==> src/inc/lin_xcvr_map.vh <==
// register map, field positions and timing counts of the link transceiver control
// assumes a 200 MHz system clock; included by bare name
`ifndef LIN_XCVR_MAP_VH
`define LIN_XCVR_MAP_VH
// ----------------------------------------
// register offsets (byte addresses)
// ----------------------------------------
`define OFS_CTRL        12'h000
`define OFS_STATUS      12'h004
`define OFS_CHIP        12'h008
// ----------------------------------------
// fields
// ----------------------------------------
`define CTRL_MODE_LSB   0
`define CTRL_SLOPE_BIT  2
`define CTRL_WDOG_BIT   3
`define STAT_WAKE_BIT   0
`define STAT_FAIL_BIT   1
`define STAT_TXTO_BIT   2
`define STAT_CLAMP_BIT  3
// ----------------------------------------
// transceiver modes
// ----------------------------------------
`define XM_OFF          2'h0
`define XM_WAKE         2'h1
`define XM_RXONLY       2'h2
`define XM_NORMAL       2'h3
// ----------------------------------------
// chip modes
// ----------------------------------------
`define CM_NORMAL       3'h0
`define CM_STOP         3'h1
`define CM_SLEEP        3'h2
`define CM_RESTART      3'h3
`define CM_FAILSAFE     3'h4
`define CM_SWDEV        3'h5
// ----------------------------------------
// timing (times in us, counts in cycles, sized to the 24-bit counters)
// ----------------------------------------
`define CLK_MHZ         200
`define WAKE_FILT_US    30
`define WAKE_FILT_CYC   24'h001770
`define ENABLE_US       10
`define ENABLE_CYC      24'h0007D0
`define TX_TO_US        12000
`define TX_TO_CYC       24'h249F00
`define BUS_TO_US       12000
`define BUS_TO_CYC      24'h249F00
`endif

==> src/rtl/lin_transceiver_mode_control.v <==
// link transceiver mode control: modes, enable delay, wake detect, time-outs, under-voltage, slope
// assumes synchronous pins, an APB master for the registers and chip mode supplied by the system
`timescale 1ns/10ps
`include "lin_xcvr_map.vh"
module lin_transceiver_mode_control #(
   parameter [23:0] WAKE_FILT_CYC = `WAKE_FILT_CYC,
   parameter [23:0] ENABLE_CYC    = `ENABLE_CYC,
   parameter [23:0] TX_TO_CYC     = `TX_TO_CYC,
   parameter [23:0] BUS_TO_CYC    = `BUS_TO_CYC
) (
   // clock and reset
   input  wire        clk_sys,
   input  wire        nrst,
   // apb slave
   input  wire        psel,
   input  wire        penable,
   input  wire        pwrite,
   input  wire [11:0] paddr,
   input  wire [31:0] pwdata,
   output reg  [31:0] prdata,
   output wire        pready,
   output wire        pslverr,
   // control port framing and chip state
   input  wire        cs_n,
   input  wire [2:0]  chip_mode,
   input  wire        wdog_enabled,
   input  wire        supply_uv,
   // microcontroller pins
   input  wire        link_tx_in,
   output reg         link_rx_pin,
   output reg         int_n,
   // bus side
   input  wire        bus_rx,
   output reg         bus_drive,
   output reg         low_slope,
   // system requests
   output reg         restart_req,
   output reg         wdog_enable_req
);
   // ----------------------------------------
   // helpers
   // ----------------------------------------
   function mode_allowed;
      input [1:0] m;
      input [2:0] c;
      begin
         case (m)
            `XM_OFF:    mode_allowed = 1'b1;
            `XM_NORMAL: mode_allowed = (c == `CM_NORMAL) || (c == `CM_SWDEV);
            `XM_RXONLY: mode_allowed = (c == `CM_NORMAL) || (c == `CM_STOP);
            `XM_WAKE:   mode_allowed = (c == `CM_STOP) || (c == `CM_SLEEP) ||
                                       (c == `CM_RESTART) || (c == `CM_NORMAL);
            default:    mode_allowed = 1'b0;
         endcase
      end
   endfunction

   function rearm_mode;
      input [2:0] c;
      begin
         rearm_mode = (c == `CM_STOP) || (c == `CM_SLEEP) || (c == `CM_FAILSAFE);
      end
   endfunction

   // wake here is reported by interrupt; the chip mode is left alone
   function irq_on_wake;
      input [2:0] c;
      begin
         irq_on_wake = (c == `CM_STOP) || (c == `CM_NORMAL);
      end
   endfunction

   // wake here asks the system for a restart and raises no interrupt
   function restart_on_wake;
      input [2:0] c;
      begin
         restart_on_wake = (c == `CM_SLEEP) || (c == `CM_FAILSAFE);
      end
   endfunction

   function rx_mode;
      input [1:0] m;
      begin
         rx_mode = (m == `XM_NORMAL) || (m == `XM_RXONLY);
      end
   endfunction

   // ----------------------------------------
   // registers and bus decode
   // ----------------------------------------
   reg  [1:0]  xmode;
   reg  [1:0]  pend_mode;
   reg         pend_mode_v;
   reg         pend_slope;
   reg         pend_slope_v;
   reg         wdog_on_bus_wake;
   reg         wake_flag;
   reg         txto_flag;
   reg         clamp_flag;
   reg         cs_n_q;
   reg  [2:0]  chip_q;
   reg         woken;
   reg         armed;
   reg         bus_q;
   reg  [23:0] dom_cnt;
   reg  [23:0] tx_cnt;
   reg  [23:0] bus_cnt;
   reg  [23:0] en_cnt;
   reg         en_done;
   reg         tx_block;
   reg         tx_to;
   reg         next_rx;
   reg  [31:0] next_rdata;
   wire        acc      = psel & penable;
   wire        wr       = acc & pwrite;
   wire        cs_rise  = cs_n & ~cs_n_q;
   wire        sel_ctrl = (paddr == `OFS_CTRL);
   wire        sel_stat = (paddr == `OFS_STATUS);
   wire        sel_chip = (paddr == `OFS_CHIP);
   wire        mapped   = sel_ctrl | sel_stat | sel_chip;
   wire        fail     = txto_flag | clamp_flag;
   wire        chip_chg = (chip_mode != chip_q);
   wire        xm_drive = (xmode == `XM_NORMAL);
   wire        xm_rx    = rx_mode(xmode);
   wire        txto_set = xm_drive && !link_tx_in && !tx_to && (tx_cnt >= TX_TO_CYC);
   wire        clamp_set = xm_rx && !bus_rx && (bus_cnt == BUS_TO_CYC);
   wire        wake_ev;
   wire        stat_clr;

   assign pready   = 1'b1;
   assign pslverr  = acc & ~mapped;
   assign stat_clr = wr & sel_stat;

   always @* begin
      next_rdata = 32'h0000_0000;
      if (sel_ctrl) begin
         next_rdata[`CTRL_MODE_LSB+1:`CTRL_MODE_LSB] = xmode;
         next_rdata[`CTRL_SLOPE_BIT] = low_slope;
         next_rdata[`CTRL_WDOG_BIT]  = wdog_on_bus_wake;
      end else if (sel_stat) begin
         next_rdata[`STAT_WAKE_BIT]  = wake_flag;
         next_rdata[`STAT_FAIL_BIT]  = fail;
         next_rdata[`STAT_TXTO_BIT]  = txto_flag;
         next_rdata[`STAT_CLAMP_BIT] = clamp_flag;
      end else if (sel_chip) begin
         next_rdata[2:0] = chip_mode;
         next_rdata[4]   = woken;
         next_rdata[5]   = armed;
      end
   end

   // read word is taken in the setup cycle; a flag set during that cycle shows at the next read
   always @(posedge clk_sys or negedge nrst) begin
      if (!nrst) begin
         prdata <= 32'h0000_0000;
      end else if (psel && !penable) begin
         prdata <= next_rdata;
      end
   end

   // ----------------------------------------
   // mode and slope writes, held until chip-select rise
   // ----------------------------------------
   // a mode or slope write only pends until the serial frame ends; the watchdog bit lands at once
   always @(posedge clk_sys or negedge nrst) begin
      if (!nrst) begin
         pend_mode        <= `XM_OFF;
         pend_mode_v      <= 1'b0;
         pend_slope       <= 1'b0;
         pend_slope_v     <= 1'b0;
         wdog_on_bus_wake <= 1'b0;
         cs_n_q           <= 1'b1;
         chip_q           <= `CM_NORMAL;
      end else begin
         cs_n_q <= cs_n;
         chip_q <= chip_mode;
         if (wr && sel_ctrl) begin
            pend_mode        <= pwdata[`CTRL_MODE_LSB+1:`CTRL_MODE_LSB];
            pend_mode_v      <= 1'b1;
            pend_slope       <= pwdata[`CTRL_SLOPE_BIT];
            pend_slope_v     <= 1'b1;
            wdog_on_bus_wake <= pwdata[`CTRL_WDOG_BIT];
         end else if (cs_rise) begin
            pend_mode_v  <= 1'b0;
            pend_slope_v <= 1'b0;
         end
      end
   end

   // ----------------------------------------
   // mode and slope, committed on chip-select rise
   // ----------------------------------------
   always @(posedge clk_sys or negedge nrst) begin
      if (!nrst) begin
         xmode     <= `XM_OFF;
         low_slope <= 1'b0;
         armed     <= 1'b0;
      end else begin
         if (chip_mode == `CM_FAILSAFE) begin
            xmode <= `XM_WAKE;
            if (chip_chg) begin
               armed <= 1'b1;
            end
         end else if (cs_rise && pend_mode_v && mode_allowed(pend_mode, chip_mode)) begin
            if (pend_mode != xmode) begin
               armed <= (pend_mode == `XM_WAKE);
            end
            xmode <= pend_mode;
         end else if (chip_chg && rearm_mode(chip_mode) && (xmode == `XM_WAKE)) begin
            armed <= 1'b1;
         end
         if (cs_rise && pend_slope_v && (chip_mode == `CM_NORMAL)) begin
            low_slope <= pend_slope;
         end
      end
   end

   // ----------------------------------------
   // wake detection
   // ----------------------------------------
   // filter counts dominant length; the edge back to recessive qualifies the wake
   assign wake_ev = (xmode == `XM_WAKE) && armed && !woken && !supply_uv &&
                    bus_rx && !bus_q && (dom_cnt >= WAKE_FILT_CYC);

   always @(posedge clk_sys or negedge nrst) begin
      if (!nrst) begin
         bus_q           <= 1'b1;
         dom_cnt         <= 24'h000000;
         woken           <= 1'b0;
         wake_flag       <= 1'b0;
         int_n           <= 1'b1;
         restart_req     <= 1'b0;
         wdog_enable_req <= 1'b0;
      end else begin
         bus_q <= bus_rx;
         if (bus_rx) begin
            dom_cnt <= 24'h000000;
         end else if (dom_cnt != 24'hFFFFFF) begin
            dom_cnt <= dom_cnt + 24'h000001;
         end
         restart_req     <= 1'b0;
         wdog_enable_req <= 1'b0;
         if (wake_ev) begin
            woken     <= 1'b1;
            wake_flag <= 1'b1;
            if (irq_on_wake(chip_mode)) begin
               int_n <= 1'b0;
            end
            if (restart_on_wake(chip_mode)) begin
               restart_req <= 1'b1;
            end
            if ((chip_mode == `CM_STOP) && !wdog_enabled && wdog_on_bus_wake) begin
               wdog_enable_req <= 1'b1;
            end
         end else begin
            if (stat_clr && pwdata[`STAT_WAKE_BIT]) begin
               wake_flag <= 1'b0;
               int_n     <= 1'b1;
            end
            if (xmode != `XM_WAKE || (chip_chg && rearm_mode(chip_mode))) begin
               woken <= 1'b0;
            end
         end
      end
   end

   // ----------------------------------------
   // enable delay, transmit and bus time-outs
   // ----------------------------------------
   always @(posedge clk_sys or negedge nrst) begin
      if (!nrst) begin
         en_cnt     <= 24'h000000;
         en_done    <= 1'b0;
         tx_block   <= 1'b1;
         tx_cnt     <= 24'h000000;
         tx_to      <= 1'b0;
         bus_cnt    <= 24'h000000;
         txto_flag  <= 1'b0;
         clamp_flag <= 1'b0;
      end else begin
         // enable delay restarts whenever driving becomes impossible
         if (!xm_drive || supply_uv || tx_to) begin
            en_cnt  <= 24'h000000;
            en_done <= 1'b0;
         end else if (!en_done) begin
            if (en_cnt >= ENABLE_CYC - 24'h000001) begin
               en_done <= 1'b1;
            end
            en_cnt <= en_cnt + 24'h000001;
         end
         // a low held from before the delay end is never sent
         if (!en_done) begin
            tx_block <= 1'b1;
         end else if (link_tx_in) begin
            tx_block <= 1'b0;
         end
         if (link_tx_in) begin
            tx_cnt <= 24'h000000;
            tx_to  <= 1'b0;
         end else if (xm_drive && !tx_to) begin
            if (tx_cnt >= TX_TO_CYC) begin
               tx_to <= 1'b1;
            end
            tx_cnt <= tx_cnt + 24'h000001;
         end
         if (bus_rx || !xm_rx) begin
            bus_cnt <= 24'h000000;
         end else if (bus_cnt <= BUS_TO_CYC) begin
            bus_cnt <= bus_cnt + 24'h000001;
         end
         if (txto_set) begin
            txto_flag <= 1'b1;
         end else if (stat_clr && pwdata[`STAT_TXTO_BIT]) begin
            txto_flag <= 1'b0;
         end
         if (clamp_set) begin
            clamp_flag <= 1'b1;
         end else if (stat_clr && pwdata[`STAT_CLAMP_BIT]) begin
            clamp_flag <= 1'b0;
         end
      end
   end

   // ----------------------------------------
   // pin outputs
   // ----------------------------------------
   // slope only shapes the driver edge rate; receive path ignores it
   always @* begin
      next_rx = 1'b1;
      if (woken) begin
         next_rx = 1'b0;
      end else if (xm_rx && !supply_uv) begin
         next_rx = bus_rx;
      end
   end

   always @(posedge clk_sys or negedge nrst) begin
      if (!nrst) begin
         link_rx_pin <= 1'b1;
         bus_drive   <= 1'b0;
      end else begin
         link_rx_pin <= next_rx;
         // controller is expected to hold the input high through the delay
         bus_drive <= xm_drive && !supply_uv && !tx_to && !tx_block && !link_tx_in;
      end
   end
endmodule

==> config.mk <==
export PLATFORM = sky130hd
export DESIGN_NAME = lin_transceiver_mode_control
export DESIGN_NICKNAME = d
export VERILOG_FILES = /design/src/rtl/lin_transceiver_mode_control.v
export VERILOG_INCLUDE_DIRS = /design/src /design/src/inc
export SDC_FILE = /design/constraint.sdc
export NUM_CORES = 1
export LEC_CHECK = 0
export BUFFER_PORTS_ARGS = -buffer_cell sky130_fd_sc_hd__buf_2
export CORE_ASPECT_RATIO = 1.2
export CORE_MARGIN = 1.5
export CORE_UTILIZATION = 58
export DETAILED_ROUTE_END_ITERATION = 12
export PLACE_DENSITY = 0.81
export SYNTH_ARGS = -nofsm -noshare
export SYNTH_HDL_FRONTEND = slang
export SYNTH_SLANG_ARGS = --single-unit
==> constraint.sdc <==
create_clock -name clk_sys -period 2.9 [get_ports clk_sys]
set_clock_uncertainty 0.05 [all_clocks]
set_input_delay 0.145 -clock clk_sys [delete_from_list [all_inputs] [get_ports clk_sys]]
set_output_delay 0.145 -clock clk_sys [all_outputs]
set_load 0.01 [all_outputs]
==> run_results.csv, run 1 <==
group,metric,value,unit
place,gp_congestion,0.813,
floorplan,die_h,120,microns
detailed_routing,drt_iter0_drc,275,
power_and_ir_drop,switching_share,22.6,%
timing,hold_ws,69.2,ps
timing,worstMarginPinSlew,756,ps
grt,grt_use_total,24.5,%
timing,setup_violations,0,
power_and_ir_drop,seq_power_share,45.3,%
synthesis,syn_area,6660,sq um
detailed_routing,wl_per_cell,15.0,microns
timing,setup_tns,0,ps
grt,grt_max_degree,74,
detailed_routing,via_per_inst,5.66,
detailed_routing,vias,5223,
floorplan,core_area,11100,sq um
floorplan,start_util,60.1,%
synthesis,synth.distinct_cells,60,
timing,min_period_over_period,79.4,%
power_and_ir_drop,power_switching,900,uW
cells_and_area,final_area,7610,sq um
timing,fmax,434,MHz
clocking,htreeDepth,4,
run,cap_violations,0,
detailed_routing,drtPass1Iterations,5,
cells_and_area,antenna_cells,0,
clocking,cts_tree,"yes",
setup_path,endpoint_kind,"flop",
detailed_routing,final_antenna_net_count,0,
floorplan,die-width,101,microns
timing,hold_violations,0,
place,io_buffers,41,
clocking,clk_pin_slew,50,ps
synthesis,synth-edff-count,0,
clocking,post-cts-setup-buffer-count,0,
clocking,cts_resized,0,
clocking,cts_inserted_buffers,17,
place,place_area,6910,sq um
setup_path,critPathMaxFanout,9,
timing,rsz0062_at_grt,"false",
run_status,outcome,"finished, final reports clean",
timing,maxSlewViolCount,0,
cells_and_area,final_layout_size_suffix_gt1_share,12.9,%
synthesis,synth_seq_cells,128,
floorplan,design.die.area,12100,sq um
timing,fin_ws,598,ps
place,dp.final_hpwl,9130,microns
grt,antenna_found_initial,0,
place,dp_slack,639,ps
clocking,insertion_delay,420,ps
power_and_ir_drop,p_int,3090,uW
cells_and_area,fillerInstances,822,
power_and_ir_drop,combPwrFrac,3.7,%
clocking,clock_path_buffers,2,
grt,grt_pass1_wl,23300,microns
power_and_ir_drop,p_per_area,524,nW/um^2
synthesis,netlist_instances,705,
cells_and_area,area_delta_synth_final,14.3,%
floorplan,row_count,42,
setup_path,crit_arrival,2590,ps
synthesis,synth_ff_type,"dfrtp_1",
setup_path,start_kind,"flop",
timing,fin_crit,2300,ps
timing,maxSlewHeadroom,49.5,%
setup_path,critical_path_class,"reg2reg",
power_and_ir_drop,leakage,0.00324,uW
clocking,clock-sinks,128,
synthesis,syn_area_per_cell,9.45,sq um
detailed_routing,drc_errors,0,
detailed_routing,drt_wl_total,13800,microns
cells_and_area,post-route-util,68.7,%
power_and_ir_drop,ir_worst_vdd,0.398,mV
cells_and_area,nets,820,
power_and_ir_drop,clkPwrFrac,51.0,%
clocking,clockRootBuffer,"clkbuf_16",
synthesis,ys_async_sr_fraction,100,%
grt,grt-ovfl-total,0,
synthesis,ys.warnings.count,0,
min_path,hold_class,"in2reg",
setup_path,worst_ep_required_time,3180,ps
synthesis,yosysSeqAreaShare,48.2,%
grt,grt_pass1_vias,5164,
floorplan,ioPinCount,97,
## layout make-up
class	count	area [sq um]	area share, %
sequential	128	3210	42.2
clock buffer	20	467	6.13
timing repair buffer	58	380	5.00
inverter	19	71.3	0.937
clock inverter	12	111	1.46
multi-input combinational	532	3180	41.8
tap	154	193	2.53
## logic make-up (layout without fill, tap and decap cells)
logic type | after synthesis | in the layout | synth area share [%]
AOI/OAI and AO/OA | 91 | 91 | 8.64
buffers and inverters | 70 | 109 | 5.47
other | 2 | 27 | 0.113
adders and majority gates | 7 | 7 | 1.31
and+or+nand+nor | 322 | 322 | 24.8
xor gates and xnor gates | 76 | 76 | 9.99
DFF | 128 | 128 | 48.2
muxes | 9 | 9 | 1.45
## timing repair
| action | CTS | global route |
|---|---|---|
| setup endpoints to repair | 0 | 0 |
| hold endpoints to repair | 69 | 0 |
| hold buffers | 13 | 0 |
## power by group through the flow
stage | logic [uW] | clock network [uW] | registers [uW]
6_report | 146 | 2030 | 1810
5_1_grt | 167 | 2160 | 1810
4_1_cts | 147 | 2060 | 1810
3_5_place_dp | 133 | 0 | 1840
3_3_place_gp | 127 | 0 | 1840
2_1_floorplan | 88.6 | 0 | 1840
## stage by stage
step           power [uW]  std cells
6_report             3990        923
3_5_place_dp         1970        878
3_3_place_gp         1960        878
5_1_grt              4130        923
2_1_floorplan        1920        730
4_1_cts              4020        923
## flip-flops by register name, summed over array words and instances, names as in the netlist, 2 cells and up
name       cells
xmode          2
prdata         6
tx_cnt        24
en_cnt        24
dom_cnt       24
pend_mode      2
chip_q         3
bus_cnt       24
## placed cells by master (no fill, tap or decap), types with 4 or more instances in the layout
cell and count:
a21oi_1 25, a22o_1 4, and2_1 4, and3_1 18, and4_1 5, buf_2 40, buf_4 4, clkbuf_16 17
clkinvlp_4 6, conb_1 27, dfrtp_1 123, dfstp_2 5, dlygate4sd3_1 13, ha_1 7, inv_1 19, mux2_2 5
mux2i_1 4, nand2_1 54, nand2b_1 4, nand3_1 34, nand4_1 19, nor2_1 99, nor3_1 21, nor3b_1 9
nor4_1 9, o211ai_1 7, o21ai_0 30, or2_2 4, or3_1 15, or4_1 8, xnor2_1 39, xor2_1 37
## cells in the mapped netlist (2+ instances only)
cell	n	area, sq um
xnor2_1	39	342
nor3b_1	9	67.6
o2111ai_1	2	17.5
ha_1	7	87.6
o21ai_0	30	150
mux2_2	5	56.3
or4_1	8	60.1
o21a_1	2	15.0
xor2_1	37	324
a21o_1	2	15.0
mux2i_1	4	40.0
conb_1	2	7.51
nand4_1	19	119
nor2b_1	2	12.5
inv_1	19	71.3
nand2_1	54	203
and2_1	4	25.0
a21oi_1	25	125
o31ai_1	3	22.5
nor4bb_1	2	20.0
or3_1	15	93.8
nor3_1	21	105
a22o_1	4	35.0
nor4b_1	3	26.3
a311oi_1	2	17.5
nor2_1	99	372
and4_1	5	43.8
nand3b_1	3	22.5
dfrtp_1	123	3080
buf_4	27	203
dfstp_2	5	131
a211oi_1	2	15.0
nor4_1	9	56.3
and3_1	18	113
nand3_1	34	170
a211o_1	2	17.5
or2_2	4	25.0
o211ai_1	7	52.6
clkbuf_1	23	86.3
nand2b_1	4	25.0
## routing by layer
metal  wire (microns)  GRT usage, %  share of wire [%]
met5                0             0                  0
met2             7250          41.4                 52
met4              384          13.0                2.8
met3              424          5.66                3.1
met1             5760          28.8                 42
## worst paths after layout
| check | startpoint | to | slack, ps | cells past startpoint |
|---|---|---|---|---|
| worst max-delay path | bus_cnt[8] | bus_cnt[19] | 600 | 6 |
| worst min-delay path | psel | pend_slope_v | 70 | 3 |
| worst max register to register | bus_cnt[8] | bus_cnt[19] | 600 | 6 |
| worst min register to register | woken | link_rx_pin | 440 | 1 |
| max in group asynchronous | nrst | int_n | 1660 | 3 |
| min in group asynchronous | nrst | tx_cnt[15] | 270 | 2 |
## critical path: stages, from the launching register on
cell and delay [ps]:
dfrtp_1 420, and3_4 210, a311oi_1 380, o21a_1 330, nor2_2 140, or4_1 530
a21oi_1 160
Note: power is estimated with default switching activity, not from simulation.
==> inputs of run 2 (changes only) <==
- CORE_UTILIZATION: 58 -> 52
- PLACE_DENSITY: 0.81 -> 0.77
- clock period: 2.9 -> 1.95 ns (I/O delays scaled with it)
==> run 2 against run 1 <==
  * The run now ends with negative setup slack left
  * Count of clock-buffer cells in the layout stayed put
  * Clock power is 82% higher
  * Routed wire length is 13% higher
  * Utilization is 1.2 points lower
  * Combinational power is 68% higher
  * Final cell count is 7.5% higher
  * Global-route usage is 0.28 points lower
  * Critical path depth stayed put
==> run_results.csv, run 2 (same netlist as run 1, synthesis figures left out) <==
group,metric,value,unit
run_status,outcome,"finished with violations",
run_status,failed_checks,"negative setup slack",
cells_and_area,final_layout_size_suffix_gt1_share,24.9,%
grt,grt_pass1_vias,5612,
setup_path,worst_ep_required_time,2250,ps
timing,maxSlewViolCount,0,
place,place_area,7320,sq um
clocking,cts_tree,"yes",
min_path,hold_class,"in2reg",
clocking,clock_path_buffers,2,
setup_path,critPathMaxFanout,7,
place,io_buffers,41,
cells_and_area,final_area,8480,sq um
power_and_ir_drop,leakage,0.00365,uW
clocking,cts_inserted_buffers,17,
detailed_routing,drt_wl_total,15600,microns
timing,setup_violations,3,
timing,fin_ws,-41.5,ps
timing,hold_violations,0,
power_and_ir_drop,ir_worst_vdd,0.572,mV
setup_path,critical_path_class,"reg2reg",
setup_path,start_kind,"flop",
timing,rsz0062_at_grt,"true",
detailed_routing,drt_iter0_drc,442,
run,cap_violations,0,
grt,grt-ovfl-total,0,
cells_and_area,antenna_cells,0,
setup_path,crit_arrival,2290,ps
floorplan,die-width,106,microns
floorplan,start_util,53.1,%
cells_and_area,layout_common_cells,"120 x dfrtp_1, 97 x nor2_1, 54 x buf_4",
floorplan,row_count,45,
setup_path,endpoint_kind,"flop",
setup_path,cp_top_family,"simple AND/OR/NAND/NOR gates",
power_and_ir_drop,p_per_area,781,nW/um^2
timing,fmax,502,MHz
place,gp_congestion,0.843,
setup_path,crit_chain,"and4bb_1 -> nand4_4 -> nor3_4 -> nor2_4 -> or4_4 -> a21oi_2",
cells_and_area,mostFrequentLayoutCell,"dfrtp_1",
setup_path,max_stage_delay,420,ps
place,dp.final_hpwl,10100,microns
detailed_routing,final_antenna_net_count,0,
floorplan,core_area,12600,sq um
detailed_routing,via_per_inst,5.57,
timing,min_period_over_period,102,%
cells_and_area,post-route-util,67.5,%
grt,grt_pass1_wl,26000,microns
cells_and_area,fillerInstances,876,
floorplan,die_h,127,microns
setup_path,slowest_stage,"or4_4",
grt,grt_max_degree,64,
timing,maxSlewHeadroom,56.9,%
clocking,insertion_delay,430,ps
clocking,htreeDepth,4,
timing,fin_crit,1990,ps
timing,worstMarginPinSlew,644,ps
grt,grt_use_total,24.2,%
grt,antenna_found_initial,0,
cells_and_area,nets,879,
detailed_routing,vias,5524,
cells_and_area,area_delta_synth_final,27.3,%
clocking,clk_pin_slew,60,ps
detailed_routing,wl_per_cell,15.7,microns
clocking,clockRootBuffer,"clkbuf_16",
detailed_routing,drc_errors,0,
floorplan,ioPinCount,97,
clocking,clock-sinks,128,
detailed_routing,drtPass1Iterations,5,
floorplan,design.die.area,13500,sq um
setup_path,crit_buf_inv,0,
## run 2: worst paths after layout
| kind | end | startpoint | cells after the start | slack [ps] |
|---|---|---|---|---|
| setup / recovery | bus_cnt[18] | bus_cnt[20] | 6 | -40 |
| hold / removal | pend_slope_v | paddr[2] | 3 | 130 |
| setup reg to reg | bus_cnt[18] | bus_cnt[20] | 6 | -40 |
| hold reg to reg | tx_block | tx_block | 2 | 430 |
| max in group asynchronous | tx_cnt[12] | nrst | 3 | 1000 |
| min in group asynchronous | tx_cnt[15] | nrst | 3 | 180 |
## run 2: layer usage
layer | wire, microns | vias to the layer above | GRT usage [%]
met5 | 0 | - | 0
met4 | 473 | 0 | 11.8
met3 | 500 | 40 | 5.20
met2 | 8460 | 135 | 43.3
met1 | 6150 | 2729 | 27.3
li1 | - | 2620 | -
## run 2: repair_timing
action / in CTS / in global routing
pin swaps: 4 / 8
endpoints found under the setup margin: 18 / 51
buffers inserted: 2 / 2
hold buffers: 18 / 0
endpoints found under the hold margin: 144 / 0
resized for setup: 7 / 55
## run 2: area by class of cell
cell class,instances,area (sq um),area share (%)
Clock buffer,20,467,5.51
Tap cell,164,205,2.42
Sequential cell,128,3210,37.9
Clock inverter,12,226,2.67
Multi-Input combinational cell,532,3430,40.5
Inverter,19,71.3,0.841
Timing Repair Buffer,117,860,10.1
## run 2: worst reg2reg max path: cells and delay by family, from the launching register on
kind            cells  cell delay (ps)
compound gates      1              160
flops               1              380
simple gates        5             1340
## run 2: power by group
group	total, uW	switching, uW	leakage, uW	internal, uW
logic	245	157	0.00158	88.7
registers	2680	9.81	0.00174	2670
clock network	3690	1190	0.000333	2500
total	6620	1350	0.00365	5270
## run 2: per-stage QoR
stage | power, uW | std cells | TNS, ps | hold slack [ps] | setup WS, ps
global route | 6800 | 992 | -1670 | 159 | -123
floorplan | 2860 | 730 | -103 | -248 | -51.7
global placement | 2940 | 938 | 0 | -119 | 14.5
finish | 6620 | 992 | -74.4 | 131 | -41.5
CTS | 6660 | 990 | 0 | 110 | 2.09
detailed placement | 2950 | 938 | -247 | -115 | -70.4
==> inputs of run 3 (changes only) <==
- CELL_PAD_IN_SITES_DETAIL_PLACEMENT: default -> 1
- CELL_PAD_IN_SITES_GLOBAL_PLACEMENT: default -> 2
- CORE_UTILIZATION: 52 -> 32
- CTS_CLUSTER_SIZE: default -> 24
- PLACE_DENSITY: 0.77 -> default
- PLACE_DENSITY_LB_ADDON: default -> 0.1
==> run 3 against run 2 <==
  * The run now ends clean
  * Setup slack improved by 80 ps
  * Global-route usage decreased by 6.8 points
  * Clock power decreased by 11%
  * Largest cell class unchanged
  * Flip-flop and latch count stayed put
  * Highest routed layer unchanged
  * Sequential power about the same
  * Fmax grew 4.2%
==> run_results.csv, run 3 (same netlist as run 1, synthesis figures left out) <==
group,metric,value,unit
setup_path,r2r-start,"bus_cnt[19]",
floorplan,row_count,57,
clocking,cts_tree,"yes",
grt,grt_pass1_vias,6132,
setup_path,r2r_setup_slack,40,ps
timing,min_period_over_period,98.0,%
place,gp_congestion,0.756,
setup_path,crit_chain,"and4bb_1 -> nand4_4 -> nor3_4 -> nor2_4 -> or4_4 -> a21oi_2",
floorplan,die_h,161,microns
power_and_ir_drop,p_per_area,712,nW/um^2
place,dp_slack,-154,ps
detailed_routing,wl_per_cell,15.6,microns
timing,maxSlewViolCount,0,
timing,fin_crit,1910,ps
min_path,holdPathStages,4,
power_and_ir_drop,p_total,6230,uW
timing,hold_violations,0,
grt,grt_max_degree,77,
power_and_ir_drop,clkPwrFrac,53.0,%
cells_and_area,mostFrequentLayoutCell,"dfrtp_1",
power_and_ir_drop,combPwrFrac,4.0,%
floorplan,ioPinCount,97,
grt,grt_pass1_wl,30100,microns
clocking,clk_pin_slew,60,ps
cells_and_area,final_layout_size_suffix_gt1_share,27.3,%
timing,fmax,523,MHz
place,place_area,7630,sq um
cells_and_area,post-route-util,43.0,%
clocking,cts_inserted_buffers,17,
setup_path,max_stage_delay,420,ps
timing,rsz0062_at_grt,"true",
cells_and_area,layout_common_cells,"123 x dfrtp_1, 96 x nor2_1, 87 x buf_4",
floorplan,core_area,20300,sq um
timing,fin_ws,38.2,ps
detailed_routing,via_per_inst,4.93,
floorplan,design.die.area,21700,sq um
detailed_routing,drt_iter0_drc,151,
clocking,insertion_delay,430,ps
place,io_buffers,41,
cells_and_area,fillerInstances,2342,
setup_path,crit_arrival,2230,ps
grt,grt_use_total,17.4,%
run_status,outcome,"finished, final reports clean",
timing,worstMarginPinSlew,637,ps
floorplan,start_util,32.8,%
power_and_ir_drop,switching_share,22.9,%
power_and_ir_drop,power_switching,1420,uW
min_path,hold_class,"in2reg",
setup_path,slowest_stage,"or4_4",
power_and_ir_drop,ir_worst_vdd,0.610,mV
clocking,clockRootBuffer,"clkbuf_16",
timing,maxSlewHeadroom,57.5,%
detailed_routing,drc_errors,0,
detailed_routing,vias,5542,
setup_path,start_kind,"flop",
timing,setup_tns,0,ps
min_path,hold_start,"paddr[10]",
cells_and_area,final_area,8750,sq um
detailed_routing,final_antenna_net_count,0,
grt,antenna_found_initial,0,
clocking,htreeDepth,4,
grt,grt-ovfl-total,0,
cells_and_area,nets,909,
setup_path,critical_path_class,"reg2reg",
detailed_routing,drt_wl_total,17500,microns
clocking,clock_path_buffers,2,
setup_path,worst_ep_required_time,2260,ps
detailed_routing,drtPass1Iterations,4,
clocking,clock-sinks,128,
timing,setup_violations,0,
power_and_ir_drop,leakage,0.00379,uW
power_and_ir_drop,seq_power_share,43.1,%
setup_path,endpoint_kind,"flop",
cells_and_area,area_delta_synth_final,31.3,%
setup_path,critPathMaxFanout,8,
cells_and_area,antenna_cells,0,
floorplan,die-width,135,microns
run,cap_violations,0,
setup_path,startpoint,"bus_cnt[19]",
power_and_ir_drop,p_int,4810,uW
setup_path,reg2reg_depth,6,
place,dp.final_hpwl,12500,microns
run 3: changes by cell type in the layout (fill, tap and decap cells not counted), sizes merged:
cell	change
inv	-1
dlygate4sd3	-1
clkinv	+4
clkbuf	-1
buf	+31
clkinvlp	+1
bufinv	-3
run 3: worst paths after layout:
path | end
worst max-delay path | bus_cnt[19]
worst min-delay path | prdata[3]
worst max register to register | bus_cnt[19]
worst min register to register | tx_block
max in group asynchronous | en_cnt[13]
min in group asynchronous | prdata[4]
run 3: through the flow:
step | instances | hold slack (ps)
finish | 1123 | 38.0
CTS | 1116 | 16.4
detailed placement | 1066 | -134
global route | 1123 | 75.2
floorplan | 730 | -248
global placement | 1066 | -138
run 3: power by group through the flow:
| stage | Clock [uW] | Sequential (uW) | Combinational [uW] |
|---|---|---|---|
| floorplan | 0 | 2730 | 132 |
| global placement | 0 | 2730 | 217 |
| detailed placement | 0 | 2730 | 222 |
| CTS | 3380 | 2680 | 249 |
| global route | 3480 | 2680 | 282 |
| finish | 3300 | 2680 | 248 |
run 3: repair_timing:
item	in CTS	in global routing
hold buffers	17	0
hold endpoints to repair	146	0
setup buffers	1	7
pin swaps	4	12
setup endpoints to repair	26	47
gates resized for setup	11	50
run 3: layout make-up:
cell class / instances / area (sq um) / share of cell area, %
flip-flops and latches: 128 / 3210 / 36.7
clock buffers: 19 / 443 / 5.06
inverters: 19 / 71.3 / 0.815
repair buffers: 147 / 1070 / 12.2
clock inverters: 13 / 163 / 1.86
multi-input cells: 532 / 3470 / 39.6
well taps: 265 / 332 / 3.79
run 3: critical path: cells and delay by family, from the launching register on:
family | cells | cell delay (ps)
flops | 1 | 380
simple gates | 5 | 1270
compound gates | 1 | 130
run 3: metal layers:
layer	wire length [microns]	GRT usage, %	up-vias	share of wire [%]
li1	-	-	2677	-
met5	0	0	-	0
met3	291	3.08	22	1.7
met1	7700	21.0	2802	44
met4	290	6.40	0	1.7
met2	9250	30.9	41	53
